--- config.mk ---
export PLATFORM = sky130hd
export DESIGN_NAME = ssipc_top
export DESIGN_NICKNAME = d
export VERILOG_FILES = /design/src/hdl/ssipc_pkg.sv /design/src/hdl/ssipc_sense_path.sv /design/src/hdl/ssipc_top.sv
export SDC_FILE = /design/constraint.sdc
export NUM_CORES = 2
export LEC_CHECK = 0
export BUFFER_PORTS_ARGS = -buffer_cell sky130_fd_sc_hd__buf_4
export CAP_MARGIN = 40
export CORE_ASPECT_RATIO = 1.2
export CORE_MARGIN = 2
export CORE_UTILIZATION = 60
export CTS_CLUSTER_SIZE = 12
export DETAILED_ROUTE_END_ITERATION = 10
export PLACE_DENSITY = 0.78
export SKIP_CTS_REPAIR_TIMING = 1
export SLEW_MARGIN = 20
export SYNTH_ARGS = -nofsm -noshare
export SYNTH_HDL_FRONTEND = slang
export SYNTH_SLANG_ARGS = --single-unit
--- constraint.sdc ---
create_clock -name clk -period 8.67 [get_ports clk]
set_input_delay 1.734 -clock clk [delete_from_list [all_inputs] [get_ports clk]]
set_output_delay 1.734 -clock clk [all_outputs]
set_load 0.01 [all_outputs]
--- src/hdl/ssipc_pkg.sv ---
/*
 * Shared constants for the speaker supply, idle and protection control:
 * register map, field positions, reset values, mode codes and timing.
 * Assumes a single 250 MHz clock domain and a 32-bit register word.
 */
package ssipc_pkg;

	// Register map, byte addresses
	localparam logic [7:0] ADDR_CTRL  = 8'h00;
	localparam logic [7:0] ADDR_DG    = 8'h04;
	localparam logic [7:0] ADDR_GATE  = 8'h08;
	localparam logic [7:0] ADDR_EMI   = 8'h0c;
	localparam logic [7:0] ADDR_SENSE = 8'h10;
	localparam logic [7:0] ADDR_STAT  = 8'h14;

	// Control register fields
	localparam int CTRL_EN     = 0;
	localparam int CTRL_RETRY  = 1;
	localparam int CTRL_IDLE   = 2;
	localparam int CTRL_SSM    = 3;
	localparam int CTRL_MODE_L = 4;
	localparam logic [31:0] CTRL_RST = 32'h0000_0008;

	// Dual-rail register fields
	localparam int DG_THR_L  = 0;
	localparam int DG_HOLD_L = 8;
	localparam int DG_DLY_L  = 16;
	localparam logic [31:0] DG_RST = 32'h0000_1010;

	// Gate register fields
	localparam int GT_MUTE_L   = 0;
	localparam int GT_UNMUTE_L = 8;
	localparam int GT_CHSZ_L   = 16;
	localparam logic [31:0] GATE_RST = 32'h0002_0504;

	// Edge rate and spread fields
	localparam int EMI_GEN_L = 0;
	localparam int EMI_LS_L  = 4;
	localparam int EMI_HS_L  = 8;
	localparam int EMI_MOD_L = 12;
	localparam logic [31:0] EMI_RST = 32'h0000_0000;

	// Sense register fields
	localparam int SN_I_EN  = 0;
	localparam int SN_V_EN  = 1;
	localparam int SN_DITH  = 2;
	localparam int SN_I_DC  = 3;
	localparam int SN_V_DC  = 4;
	localparam int SN_TX_EN = 5;
	localparam logic [31:0] SENSE_RST = 32'h0000_0000;

	// Status register fields
	localparam int ST_HIGH = 0;
	localparam int ST_IDLE = 1;
	localparam int ST_WAIT = 2;
	localparam int ST_OFF  = 3;

	// Supply mode codes
	typedef enum logic [1:0] {
		SUP_AUTO = 2'h0,
		SUP_HIGH = 2'h1,
		SUP_LOW  = 2'h2
	} ssipc_supply_t;

	// Channel size codes, audio MSB-aligned in a 32-bit slot
	localparam logic [1:0] CHSZ_16 = 2'h0;
	localparam logic [1:0] CHSZ_24 = 2'h1;
	localparam int LSB_16 = 16;
	localparam int LSB_24 = 8;

	// Idle entry and timing
	localparam int IDLE_SAMPLES = 1024;
	localparam int CLK_MHZ      = 250;
	localparam int RETRY_MS     = 20;
	localparam int RETRY_CYCLES = RETRY_MS * 1000 * CLK_MHZ;
	localparam int DCBLK_SHIFT  = 10;

endpackage

--- src/hdl/ssipc_sense_path.sv ---
/*
 * One sense channel: optional DC block, optional dither, zeroing.
 * Assumes samples arrive on clk with a one-cycle valid strobe.
 */
`timescale 1ns/1ps
module ssipc_sense_path #(
	parameter logic [15:0] SEED = 16'hace1
) (
	// Clock and reset
	input  wire logic        clk,
	input  wire logic        sys_rst,
	// Controls
	input  wire logic        en,
	input  wire logic        dc_en,
	input  wire logic        dith_en,
	input  wire logic        zero,
	// Samples
	input  wire logic        din_valid,
	input  wire logic [15:0] din,
	output      logic [15:0] dout
);
	import ssipc_pkg::*;

	logic signed [19:0] x1_r;
	logic signed [19:0] y1_r;
	logic signed [19:0] y_nxt;
	logic signed [19:0] sum;
	logic        [15:0] lfsr_r;
	logic        [15:0] dout_r;

	// First-order highpass, leak set by the shift
	always_comb begin
		y_nxt = 20'(signed'(din)) - x1_r + y1_r - (y1_r >>> DCBLK_SHIFT);
		sum = (dc_en ? y_nxt : 20'(signed'(din)))
			+ 20'(dith_en ? lfsr_r[0] : 1'b0);
	end

	always_ff @(posedge clk) begin
		if (sys_rst) begin
			x1_r <= '0;
			y1_r <= '0;
		end else if (din_valid) begin
			x1_r <= 20'(signed'(din));
			y1_r <= dc_en ? y_nxt : 20'h0_0000;
		end
	end

	always_ff @(posedge clk) begin
		if (sys_rst)
			lfsr_r <= SEED;
		else if (din_valid)
			lfsr_r <= {lfsr_r[14:0], lfsr_r[15] ^ lfsr_r[13]
				^ lfsr_r[12] ^ lfsr_r[10]};
	end

	// Saturate rather than wrap after filter and dither
	always_ff @(posedge clk) begin
		if (sys_rst)
			dout_r <= 16'h0000;
		else if (!en || zero)
			dout_r <= 16'h0000;
		else if (din_valid) begin
			if (sum > 20'sh07fff)
				dout_r <= 16'h7fff;
			else if (sum < -20'sh08000)
				dout_r <= 16'h8000;
			else
				dout_r <= sum[15:0];
		end
	end

	assign dout = dout_r;

endmodule // ssipc_sense_path

--- src/hdl/ssipc_top.sv ---
/*
 * Speaker supply rail selection, signal delay, idle mode, overcurrent
 * handling and sense data path, with a plain register port.
 * Assumes audio and sense samples arrive already parallel on clk.
 */
// Function
// - Auto mode: level above threshold selects high rail, indicator low.
// - Auto mode: back to battery rail only at zero cross after hold.
// - Auto mode: audio path delayed by a programmable sample count.
// - Supply mode 0x0 is automatic dual-rail and the reset default.
// - Mode 0x1 fixes high rail, mode 0x2 fixes battery rail.
// - Mode 0x2: battery rail always, indicator held high.
// - Mode 0x1: high rail always, indicator held low.
// - Idle entered after more than 1024 samples below mute level.
// - While idle both sense outputs are zero.
// - One sample above unmute level leaves idle at once.
// - Levels are active-bit counts from LSB set by channel size.
// - Spread switching on after reset; index field sets its width.
// - Edge rate set by general, low-side and high-side fields.
// - Auto-retry: overcurrent flags, disables, re-enables after 20 ms.
// - No retry: overcurrent flags, disables, clears global enable.
// - Two 16-bit sense channels, current and voltage, own enables.
// - Sense samples go out on PCM only when transmit enabled.
// - Dither bit adds one LSB peak-to-peak dither to both.
// - Each sense path has its own DC block enable.
`timescale 1ns/1ps
module ssipc_top #(
	parameter int DLY_DEPTH    = 16,
	parameter int RETRY_CYCLES = ssipc_pkg::RETRY_CYCLES
) (
	// Clock and reset
	input  wire logic        clk,
	input  wire logic        sys_rst,
	// Register port
	input  wire logic [7:0]  reg_addr,
	input  wire logic [31:0] reg_wdata,
	input  wire logic        reg_wr,
	input  wire logic        reg_rd,
	output      logic [31:0] reg_rdata,
	// Audio in and delayed audio out
	input  wire logic [31:0] spk_sample,
	input  wire logic        spk_valid,
	output      logic [31:0] amp_sample,
	output      logic        amp_valid,
	// Rail control
	output      logic        rail_high_sel,
	output      logic        low_rail_indicator,
	// Overcurrent
	input  wire logic        ovc_pin,
	output      logic        amp_out_enable,
	output      logic        ovc_event,
	// Sense converters and PCM transmit
	input  wire logic [15:0] adc_i_data,
	input  wire logic [15:0] adc_v_data,
	input  wire logic        adc_valid,
	output      logic        sense_current_enable,
	output      logic        sense_voltage_enable,
	output      logic [15:0] pcm_tx_i,
	output      logic [15:0] pcm_tx_v,
	output      logic        pcm_tx_valid,
	// Switching control
	output      logic        spread_switching,
	output      logic [2:0]  spread_modulation_index,
	output      logic [2:0]  edge_rate_general,
	output      logic [2:0]  edge_rate_low_side,
	output      logic [2:0]  edge_rate_high_side
);
	import ssipc_pkg::*;

	localparam int DW = $clog2(DLY_DEPTH);

	if (DLY_DEPTH < 2 || DLY_DEPTH > 256 || RETRY_CYCLES < 1
		|| (DLY_DEPTH & (DLY_DEPTH - 1)) != 0) begin : g_param_chk
		$error("ssipc_top: unsupported parameter value");
	end

	typedef enum {RAIL_LOW, RAIL_HIGH} ssipc_rail_t;
	typedef enum {OC_RUN, OC_WAIT} ssipc_oc_t;

	logic [31:0]   ctrl_r;
	logic [31:0]   dg_r;
	logic [31:0]   gate_r;
	logic [31:0]   emi_r;
	logic [31:0]   sense_r;
	logic [31:0]   rdata_r;
	ssipc_supply_t mode;
	ssipc_rail_t   rail_r;
	ssipc_oc_t     oc_r;
	logic          idle_r;
	logic [10:0]   quiet_cnt_r;
	logic [7:0]    hold_cnt_r;
	logic [31:0]   retry_cnt_r;
	logic          ovc_s1_r;
	logic          ovc_s2_r;
	logic          ovc_trip;
	logic [5:0]    level;
	logic          zero_cross;
	logic [31:0]   prev_r;
	logic [31:0]   dly_mem [DLY_DEPTH];
	logic [DW-1:0] wptr_r;
	logic [DW-1:0] dly;
	logic [31:0]   amp_r;
	logic          amp_vld_r;
	logic          high_r;
	logic          lri_r;
	logic          ampen_r;
	logic          ovce_r;
	logic [15:0]   tx_i_r;
	logic [15:0]   tx_v_r;
	logic          tx_vld_r;
	logic [15:0]   sn_i;
	logic [15:0]   sn_v;
	logic          sn_vld_r;

	// Active bits above the channel LSB
	function automatic logic [5:0] active_bits(
		input logic [31:0] s,
		input logic [1:0]  chsz
	);
		logic [31:0] mag;
		logic [5:0]  n;
		mag = s[31] ? ~s : s;
		if (chsz == CHSZ_16)
			mag = mag >> LSB_16;
		else if (chsz == CHSZ_24)
			mag = mag >> LSB_24;
		n = 6'h00;
		for (int i = 0; i < 32; i++) begin
			if (mag[i])
				n = 6'(i + 1);
		end
		return n;
	endfunction

	assign mode = ssipc_supply_t'(ctrl_r[CTRL_MODE_L +: 2]);
	assign level = active_bits(spk_sample, gate_r[GT_CHSZ_L +: 2]);
	assign zero_cross = spk_sample == 32'h0 || spk_sample[31] != prev_r[31];

	// Register writes; hardware clear of enable wins over software
	always_ff @(posedge clk) begin
		if (sys_rst) begin
			// Auto mode and spread switching by default
			ctrl_r  <= CTRL_RST;
			dg_r    <= DG_RST;
			gate_r  <= GATE_RST;
			emi_r   <= EMI_RST;
			sense_r <= SENSE_RST;
		end else begin
			if (reg_wr) begin
				unique case (reg_addr)
					ADDR_CTRL:  ctrl_r  <= reg_wdata;
					ADDR_DG:    dg_r    <= reg_wdata;
					ADDR_GATE:  gate_r  <= reg_wdata;
					ADDR_EMI:   emi_r   <= reg_wdata;
					ADDR_SENSE: sense_r <= reg_wdata;
					default: ;
				endcase
			end
			// Trip without retry drops global enable
			if (ovc_trip && !ctrl_r[CTRL_RETRY])
				ctrl_r[CTRL_EN] <= 1'b0;
		end
	end

	// Read data one cycle after the strobe, zero elsewhere
	always_ff @(posedge clk) begin
		if (sys_rst)
			rdata_r <= 32'h0;
		else if (reg_rd) begin
			unique case (reg_addr)
				ADDR_CTRL:  rdata_r <= ctrl_r;
				ADDR_DG:    rdata_r <= dg_r;
				ADDR_GATE:  rdata_r <= gate_r;
				ADDR_EMI:   rdata_r <= emi_r;
				ADDR_SENSE: rdata_r <= sense_r;
				ADDR_STAT:  rdata_r <= {28'h0, oc_r == OC_RUN
					&& !ctrl_r[CTRL_EN], oc_r == OC_WAIT, idle_r,
					rail_r == RAIL_HIGH};
				default:    rdata_r <= 32'h0;
			endcase
		end else
			rdata_r <= 32'h0;
	end

	// Pin is asynchronous to clk
	always_ff @(posedge clk) begin
		if (sys_rst) begin
			ovc_s1_r <= 1'b0;
			ovc_s2_r <= 1'b0;
		end else begin
			ovc_s1_r <= ovc_pin;
			ovc_s2_r <= ovc_s1_r;
		end
	end

	assign ovc_trip = ovc_s2_r && oc_r == OC_RUN && ctrl_r[CTRL_EN];

	// Timed retry repeats while the fault stays
	always_ff @(posedge clk) begin
		if (sys_rst) begin
			oc_r        <= OC_RUN;
			retry_cnt_r <= 32'h0;
			ovce_r      <= 1'b0;
		end else begin
			ovce_r <= ovc_trip;
			unique case (oc_r)
				OC_RUN: begin
					if (ovc_trip && ctrl_r[CTRL_RETRY]) begin
						oc_r        <= OC_WAIT;
						retry_cnt_r <= 32'(RETRY_CYCLES - 1);
					end
				end
				OC_WAIT: begin
					if (retry_cnt_r == 32'h0)
						oc_r <= OC_RUN;
					else
						retry_cnt_r <= retry_cnt_r - 32'h1;
				end
			endcase
		end
	end

	// Output off while tripped or disabled
	always_ff @(posedge clk) begin
		if (sys_rst)
			ampen_r <= 1'b0;
		else
			ampen_r <= ctrl_r[CTRL_EN] && oc_r == OC_RUN && !ovc_trip;
	end

	// Rail selection, one decision per input sample in auto mode; fixed modes force the rail every cycle
	always_ff @(posedge clk) begin
		if (sys_rst) begin
			rail_r     <= RAIL_LOW;
			hold_cnt_r <= 8'h00;
			prev_r     <= 32'h0;
		end else if (mode == SUP_HIGH) begin
			rail_r <= RAIL_HIGH;
		end else if (mode != SUP_AUTO) begin
			rail_r <= RAIL_LOW;
		end else if (spk_valid) begin
			prev_r <= spk_sample;
			// Rise above threshold goes high at once
			if (level > dg_r[DG_THR_L +: 6]) begin
				rail_r     <= RAIL_HIGH;
				hold_cnt_r <= 8'h00;
			end else if (rail_r == RAIL_HIGH) begin
				// Hold then wait for zero cross
				if (hold_cnt_r >= dg_r[DG_HOLD_L +: 8]) begin
					if (zero_cross)
						rail_r <= RAIL_LOW;
				end else
					hold_cnt_r <= hold_cnt_r + 8'h01;
			end
		end
	end

	always_ff @(posedge clk) begin
		if (sys_rst) begin
			high_r <= 1'b0;
			lri_r  <= 1'b1;
		end else begin
			high_r <= rail_r == RAIL_HIGH;
			lri_r  <= rail_r == RAIL_LOW;
		end
	end

	// Delay only in auto mode; fixed modes see only the one-cycle output register
	assign dly = mode == SUP_AUTO ? dg_r[DG_DLY_L +: DW] : '0;

	always_ff @(posedge clk) begin
		if (spk_valid)
			dly_mem[wptr_r] <= spk_sample;
	end

	always_ff @(posedge clk) begin
		if (sys_rst) begin
			wptr_r    <= '0;
			amp_r     <= 32'h0;
			amp_vld_r <= 1'b0;
		end else begin
			amp_vld_r <= spk_valid;
			if (spk_valid) begin
				wptr_r <= wptr_r + 1'b1;
				amp_r  <= dly == '0 ? spk_sample
					: dly_mem[DW'(wptr_r - dly)];
			end
		end
	end

	always_ff @(posedge clk) begin
		if (sys_rst) begin
			idle_r      <= 1'b0;
			quiet_cnt_r <= 11'h000;
		end else if (!ctrl_r[CTRL_IDLE]) begin
			idle_r      <= 1'b0;
			quiet_cnt_r <= 11'h000;
		end else if (spk_valid) begin
			if (level >= gate_r[GT_MUTE_L +: 6])
				quiet_cnt_r <= 11'h000;
			else if (quiet_cnt_r <= 11'(IDLE_SAMPLES))
				quiet_cnt_r <= quiet_cnt_r + 11'h001;
			if (level > gate_r[GT_UNMUTE_L +: 6])
				idle_r <= 1'b0;
			else if (level < gate_r[GT_MUTE_L +: 6]
				&& quiet_cnt_r >= 11'(IDLE_SAMPLES))
				idle_r <= 1'b1;
		end
	end

	ssipc_sense_path #(
		.SEED(16'hace1)
	) u_sense_i (
		.clk      (clk),
		.sys_rst  (sys_rst),
		.en       (sense_r[SN_I_EN]),
		.dc_en    (sense_r[SN_I_DC]),
		.dith_en  (sense_r[SN_DITH]),
		.zero     (idle_r),
		.din_valid(adc_valid),
		.din      (adc_i_data),
		.dout     (sn_i)
	);

	ssipc_sense_path #(
		.SEED(16'h5a3c)
	) u_sense_v (
		.clk      (clk),
		.sys_rst  (sys_rst),
		.en       (sense_r[SN_V_EN]),
		.dc_en    (sense_r[SN_V_DC]),
		.dith_en  (sense_r[SN_DITH]),
		.zero     (idle_r),
		.din_valid(adc_valid),
		.din      (adc_v_data),
		.dout     (sn_v)
	);

	// PCM transmit gated by its enable
	always_ff @(posedge clk) begin
		if (sys_rst) begin
			sn_vld_r <= 1'b0;
			tx_i_r   <= 16'h0000;
			tx_v_r   <= 16'h0000;
			tx_vld_r <= 1'b0;
		end else begin
			sn_vld_r <= adc_valid;
			tx_vld_r <= sn_vld_r && sense_r[SN_TX_EN];
			tx_i_r   <= sense_r[SN_TX_EN] ? sn_i : 16'h0000;
			tx_v_r   <= sense_r[SN_TX_EN] ? sn_v : 16'h0000;
		end
	end

	assign reg_rdata            = rdata_r;
	assign amp_sample           = amp_r;
	assign amp_valid            = amp_vld_r;
	assign rail_high_sel        = high_r;
	assign low_rail_indicator   = lri_r;
	assign amp_out_enable       = ampen_r;
	assign ovc_event            = ovce_r;
	// Converter enables from their own bits
	assign sense_current_enable = sense_r[SN_I_EN];
	assign sense_voltage_enable = sense_r[SN_V_EN];
	assign pcm_tx_i             = tx_i_r;
	assign pcm_tx_v             = tx_v_r;
	assign pcm_tx_valid         = tx_vld_r;
	assign spread_switching        = ctrl_r[CTRL_SSM];
	assign spread_modulation_index = emi_r[EMI_MOD_L +: 3];
	assign edge_rate_general       = emi_r[EMI_GEN_L +: 3];
	assign edge_rate_low_side      = emi_r[EMI_LS_L +: 3];
	assign edge_rate_high_side     = emi_r[EMI_HS_L +: 3];

endmodule // ssipc_top

# Word-level counts from Yosys, hierarchy flattened

Memories as Yosys holds them, arrays and structs flattened. A register that Yosys moved wholly into a read port is not among the register bits.
Cells that the tools add are included.

Output and inout port bits: 117
Memory bits (read-only): 0
Memories kept: 1
Memory bits (writable): 512
Register bits: 521
Latch bits: 0
Input bits: 111
Word-level logic and storage cells: 211

Memories:

| name    | depth | bits a word | rd ports | clocked after Yosys merged registers in | wr ports | RTL line        | text |
|---|---|---|---|---|---|---|---|
| dly_mem | 16    | 32          | 1        | 1                                       | 1        | ssipc_top.sv:99 | `logic [31:0] dly_mem [DLY_DEPTH];` |

Muxes and demuxes: 69
Reductions and logical operators: 55
$mul: 0
Magnitude comparators: 11
Divide/modulo/power cells: 0
Bitwise gates (word level): 12
Shift operators: 0
Equality and inequality tests: 15
$add $sub $neg: 13

Operators with widths:

| cell                                                         | number |
|---|---|
| 2-to-1 mux 32 bit                                            | 11 |
| case mux 32 bit (6 select lines)                             | 1 |
| 2-to-1 mux 6 bit                                             | 31 |
| logical NOT 32 bit                                           | 5 |
| case mux 32 bit (2 select lines)                             | 2 |
| 2-to-1 mux 20 bit                                            | 4 |
| equality test 32 x 2 -> 1 bit, second input constant         | 2 |
| 2-to-1 mux 16 bit                                            | 4 |
| adder 17 x 20 -> 20 bit                                      | 2 |
| adder 20 bit                                                 | 2 |
| > comparator 20 x 16 -> 1 bit, second input constant         | 2 |
| less-than comparator 20 x 16 -> 1 bit, second input constant | 2 |
| subtractor 20 x 10 -> 20 bit                                 | 2 |
| subtractor 16 x 16 -> 17 bit                                 | 2 |
| equality test 32 x 1 -> 1 bit, second input constant         | 1 |
| inverter 32 bit                                              | 1 |
| subtractor 32 x 1 -> 32 bit, second input constant           | 1 |
| 2-to-1 mux 8 bit                                             | 3 |
| 2-to-1 mux 11 bit                                            | 2 |
| AND reduction 2 bit                                          | 9 |
| equality test 8 x 4 -> 1 bit, second input constant          | 2 |
| equality test 8 x 5 -> 1 bit, second input constant          | 2 |
| > comparator 6 bit                                           | 2 |
| nonzero test 2 bit                                           | 6 |
| other kinds (29)                                             | 74 |

# Depth between registers and ports, before layout

Word-level depth: 41
Mapped depth: 23
Gate-level depth less buffers: 20

# Hierarchy

A second synthesis with hierarchy kept.

Cell total of the unflattened synthesis: 3993
Area total of the unflattened synthesis: 45875.2 um^2

By module, submodules not included:

| module                        | sequential area each (um^2) | area each (um^2) | cells an instance | times used |
|---|---|---|---|---|
| ssipc_top                     | 21861.0                     | 34409.3          | 2691              | 1 |
| ssipc_sense_path at u_sense_v | 1361.3                      | 5889.4           | 673               | 1 |
| ssipc_sense_path at u_sense_i | 1361.3                      | 5576.6           | 629               | 1 |

# Worst setup path after synthesis

Ideal clock, no wire load.

Path kind: input -> register
From: input adc_i_data[0]
To: register u_sense_i.dout_r[4], in the netlist u_sense_i.dout[4]
Stages: 18
Buffers on the path: 1
Data arrival time: 6.363 ns
Slack: 2.228 ns
Library setup time: 0.080 ns
Required time: 8.590 ns
Path through: fa_1 > inv_1 > fa_1 > inv_1 > ha_1 > fa_1 > a211o_1 > a211o_1 > a31oi_1 > mux2i_1 > a31oi_1 > nor4b_4 > nand3b_1 > a2111o_1 > a211o_1 > or3_1 > buf_6 > o211ai_1

Longest elaborated chain between the ends: 8
Elaborated cells between the ends (all ways): 9
Classes of those cells: 4 x add/sub; 2 x order compare; 3 x mux

Ends and longest elaborated chain:

| item                                  | RTL line               | text |
|---|---|---|
| from (decl)                           | ssipc_top.sv:53        | `input wire logic [15:0] adc_i_data,` |
| subtractor 16 x 16 -> 17 bit          | ssipc_sense_path.sv:33 | `y_nxt = 20'(signed'(din)) - x1_r + y1_r - (y1_r >>> DCBLK_SHIFT);` |
| adder 17 x 20 -> 20 bit               | ssipc_sense_path.sv:33 |  |
| subtractor 20 x 10 -> 20 bit          | ssipc_sense_path.sv:33 |  |
| 2-to-1 mux 20 bit *                   | ssipc_sense_path.sv:34 | `sum = (dc_en ? y_nxt : 20'(signed'(din)))` |
| adder 20 bit *                        | ssipc_sense_path.sv:35 | `+ 20'(dith_en ? lfsr_r[0] : 1'b0);` |
| less-than comparator 20 x 16 -> 1 bit | ssipc_sense_path.sv:65 | `else if (sum < -20'sh08000)` |
| 2-to-1 mux 16 bit                     | ssipc_sense_path.sv:65 |  |
| 2-to-1 mux 16 bit *                   | ssipc_sense_path.sv:63 | `if (sum > 20'sh07fff)` |
| to (signal assigned)                  | ssipc_sense_path.sv:68 | `dout_r <= sum[15:0];` |
| to (decl)                             | ssipc_sense_path.sv:29 | `logic [15:0] dout_r;` |

Mark *: on every way between the ends. The rest lies on a longest branch, timed or not.
A chain may end at the register's enable or synchronous reset.

# Worst setup path in the final report

From: input adc_v_data[0]
To: register u_sense_v.dout_r[14], in the netlist u_sense_v.dout[14]

Longest elaborated chain between the ends: 8
Elaborated cells between the ends (all ways): 9
Classes of those cells: 4 x add/sub; 2 x order compare; 3 x mux

Ends and longest elaborated chain:

| item                                  | RTL line               | text |
|---|---|---|
| from (decl)                           | ssipc_top.sv:54        | `input wire logic [15:0] adc_v_data,` |
| subtractor 16 x 16 -> 17 bit          | ssipc_sense_path.sv:33 |  |
| adder 17 x 20 -> 20 bit               | ssipc_sense_path.sv:33 |  |
| subtractor 20 x 10 -> 20 bit          | ssipc_sense_path.sv:33 |  |
| 2-to-1 mux 20 bit *                   | ssipc_sense_path.sv:34 |  |
| adder 20 bit *                        | ssipc_sense_path.sv:35 |  |
| less-than comparator 20 x 16 -> 1 bit | ssipc_sense_path.sv:65 |  |
| 2-to-1 mux 16 bit                     | ssipc_sense_path.sv:65 |  |
| 2-to-1 mux 16 bit *                   | ssipc_sense_path.sv:63 |  |
| to (signal assigned)                  | ssipc_sense_path.sv:68 |  |
| to (decl)                             | ssipc_sense_path.sv:29 |  |

Marked as above.

==> results.md <==
- Outcome: finished clean
- Setup crit end kind: flip-flop
- Gr ovfl total: 0
- DRC Markers: 0
- DR WL/cell: 23.65 um
- Data required, critical path: 9.25 ns
- Tcrit/Tclk final: 0.7547
- Fin util: 0.6896
- RSZ-0062 raised after global routing: false
- Post-Route WL: 114.5 mm
- Ports: 228
- Core area: 72,430 um2
- Max IR drop VDD: 0.1872 mV
- Area delta synth->final: 13.43%
- Top fanout value on the critical path: 16
- Primary FF master, synth: edfxtp_1
- Via density: 6.347
- Maximum clock insertion buffer count: 3
- TritonCTS clock tree: done
- Num rows: 108
- Pleak: 0.01754 uW
- Count of input and output buffers: 227
- Clock skew: 0.02435 ns
- EDFF count, synth: 512
- Post-layout nets: 4,086
- Fin crit period: 6.543 ns
- GRT Total Usage: 0.3019
- Half-perimeter wire length after detailed placement: 70.30 mm
- Synth Net Count: 3,929
- Mean Syn Cell Area: 12.00 um2
- Worst Hold Class: reg -> reg
- First-pass GRT wire length: 174.9 mm
- Post-synthesis async set-or-reset flop share: 0
- Worst Max-Slew Pin Slew: 1.058 ns
- Root Driver: clkbuf_16
- Mapped Area: 44,030 um2
- Final Setup Violations: 0
- Post-synthesis cell count: 3,669
- Setup TNS: 0 ns
- Drt first pass iters: 6
- CP arrival: 7.13 ns
- Largest net degree at the start of global routing: 199
- Share of layout cells above drive strength 1: 0.1671
- Initial core utilization: 0.6079
- HP Start: sn_vld_r
- Die width: 251.3 um
- Antenna violations before repair: 2
- Rel. slew slack: 0.2950
- GPL Wtd Cong: 0.8839
- Skew-Pair Late Insertion Delay: 0.67 ns
- Initial DRC count: 3,386
- Number of global-route vias before repair: 30,300
- Final Hold Vio Count: 0
- Synth cell types: 107
- Max-slew violations: 0
- Die Footprint: 75,580 um2
- CTS H-Tree Depth: 3
- Final ANT Viol Nets: 0
- YS warnings: 0
- Max-cap viol count: 0
- Cell Pwr Density: 209.5 nW/um2
- Fmax: 0.1528 GHz
- Worst flop-to-flop path startpoint: u_sense_v.y1_r[10]
- Num CTS Buffers: 97
- Register bit count reported by yosys: 972
- Sequential area share after synthesis: 0.5583
- Vert. Die Dim: 300.8 um
- Reg clk slew, reported paths: 0.06 ns
- Sink Count: 972
- Worst setup path start: adc_v_data[0]
- Crit path kind: in -> reg
- Total number of vias: 30,714
- Type of origin of the critical path: input port
==> cell type report <==
cell class	instances	area, um2
Timing Repair Buffer	283	2492
Antenna cell	2	5.005
Clock buffer	160	2806
Fill cell	5054	22490
Sequential cell	972	24580
Clock inverter	15	284.0
Inverter	117	439.2
Tap cell	935	1170
Multi-Input combinational cell	2355	18160
==> where the power goes <==
| part | leakage (uW) | internal [uW] | total, uW | switching [uW] |
|---|---|---|---|---|
| combinational | 0.00770 | 578 | 1380 | 801 |
| clock | 0.00149 | 2390 | 4140 | 1750 |
| sequential | 0.00836 | 4910 | 4940 | 33.3 |
| total | 0.0175 | 7870 | 10500 | 2590 |
==> synth_stat cells, types with 23 or more instances <==
library cell	number	area share
a22oi_1	51	0.0087
mux4_2	160	0.082
nor2_1	234	0.020
nand2_1	477	0.041
a222oi_1	28	0.0064
xor2_1	44	0.0088
nand3_1	75	0.0085
a21o_1	28	0.0048
ha_1	76	0.022
xnor2_1	76	0.015
clkbuf_1	172	0.015
edfxtp_1	512	0.35
a211oi_1	51	0.0087
nor2b_1	24	0.0034
a21oi_1	281	0.032
nor3_1	47	0.0053
and2_1	77	0.011
a211o_1	23	0.0046
fa_1	73	0.033
dfxtp_1	460	0.21
o21ai_0	77	0.0088
inv_1	114	0.0097
mux2i_1	113	0.026
a31oi_1	24	0.0034
==> final timing paths <==
path,to,cells past startpoint,slack (ns)
max reg2reg,u_sense_v.dout[14],18,2.75
max,u_sense_v.dout[14],18,2.13
min,pcm_tx_valid,1,0.43
min reg2reg,pcm_tx_valid,1,0.43
==> state kept, by name (all words and copies together), names as in the netlist, 4 cells and up <==
register,count
amp_sample,32
ctrl_r,32
dg_r,32
dly_mem,512
emi_r,32
gate_r,32
hold_cnt_r,8
pcm_tx_i,16
pcm_tx_v,16
quiet_cnt_r,11
reg_rdata,32
retry_cnt_r,32
sense_r,32
u_sense_i.dout,16
u_sense_i.lfsr_r,16
u_sense_i.x1_r,16
u_sense_i.y1_r,20
u_sense_v.dout,16
u_sense_v.lfsr_r,16
u_sense_v.x1_r,16
u_sense_v.y1_r,20
wptr_r,4
==> layer usage <==
layer	global-route usage	part of all wire	vias to the layer above
li1	-	-	13795
met1	0.3839	0.38	15064
met2	0.5154	0.50	1548
met3	0.04772	0.083	307
met4	0.1321	0.041	0
met5	0	0	-
==> through the flow <==
step / power, uW / std cells / instance area, um2 / setup slack [ns] / hold slack [ns]
2_1_floorplan: 5981 / 3669 / 44030 / 2.228 / 0.4057
3_3_place_gp: 6351 / 4636 / 46320 / 1.612 / 0.4089
5_1_grt: 10800 / 4839 / 49940 / 1.719 / 0.4367
6_report: 10460 / 4839 / 49940 / 2.127 / 0.4283
4_1_cts: 10490 / 4829 / 49790 / 2.174 / 0.4296
3_5_place_dp: 6391 / 4654 / 46700 / 1.491 / 0.4162
==> worst max-delay path: stages <==
cell,delay (ns)
buf_4,0.13
fa_1,0.52
inv_1,0.05
fa_1,0.47
inv_1,0.05
ha_1,0.21
fa_1,0.49
a211oi_2,0.36
o21ai_0,0.18
a31oi_1,0.23
xnor2_1,0.23
a41oi_1,0.30
nor3_1,0.48
nand4_1,0.15
a211o_1,0.33
o221ai_2,0.59
nand3b_2,0.44
nand3_1,0.19
==> cell families after synthesis <==
family	Yosys count	share of synthesized area
buf+inv	342	0.03134
flops	972	0.5583
xor+xnor	120	0.02387
mux	277	0.1085
compound gates	708	0.1063
fa+ha+maj	149	0.05479
simple gates	1101	0.1169
==> cells in the final DEF, fill, tap and decap left out, types with 44 or more instances in the layout <==
| cell type | instances |
|---|---|
| mux2i_1 | 113 |
| a22oi_1 | 51 |
| mux4_2 | 160 |
| xnor2_1 | 74 |
| nor3_1 | 46 |
| clkbuf_1 | 51 |
| buf_4 | 255 |
| dfxtp_1 | 459 |
| o21ai_0 | 77 |
| nand2_1 | 474 |
| ha_1 | 75 |
| inv_1 | 114 |
| nor2_1 | 229 |
| fa_1 | 72 |
| clkbuf_16 | 99 |
| and2_1 | 57 |
| a21oi_1 | 281 |
| xor2_1 | 44 |
| nand3_1 | 74 |
| edfxtp_1 | 512 |
| a211oi_1 | 51 |
(Power assumes the default switching activity.)
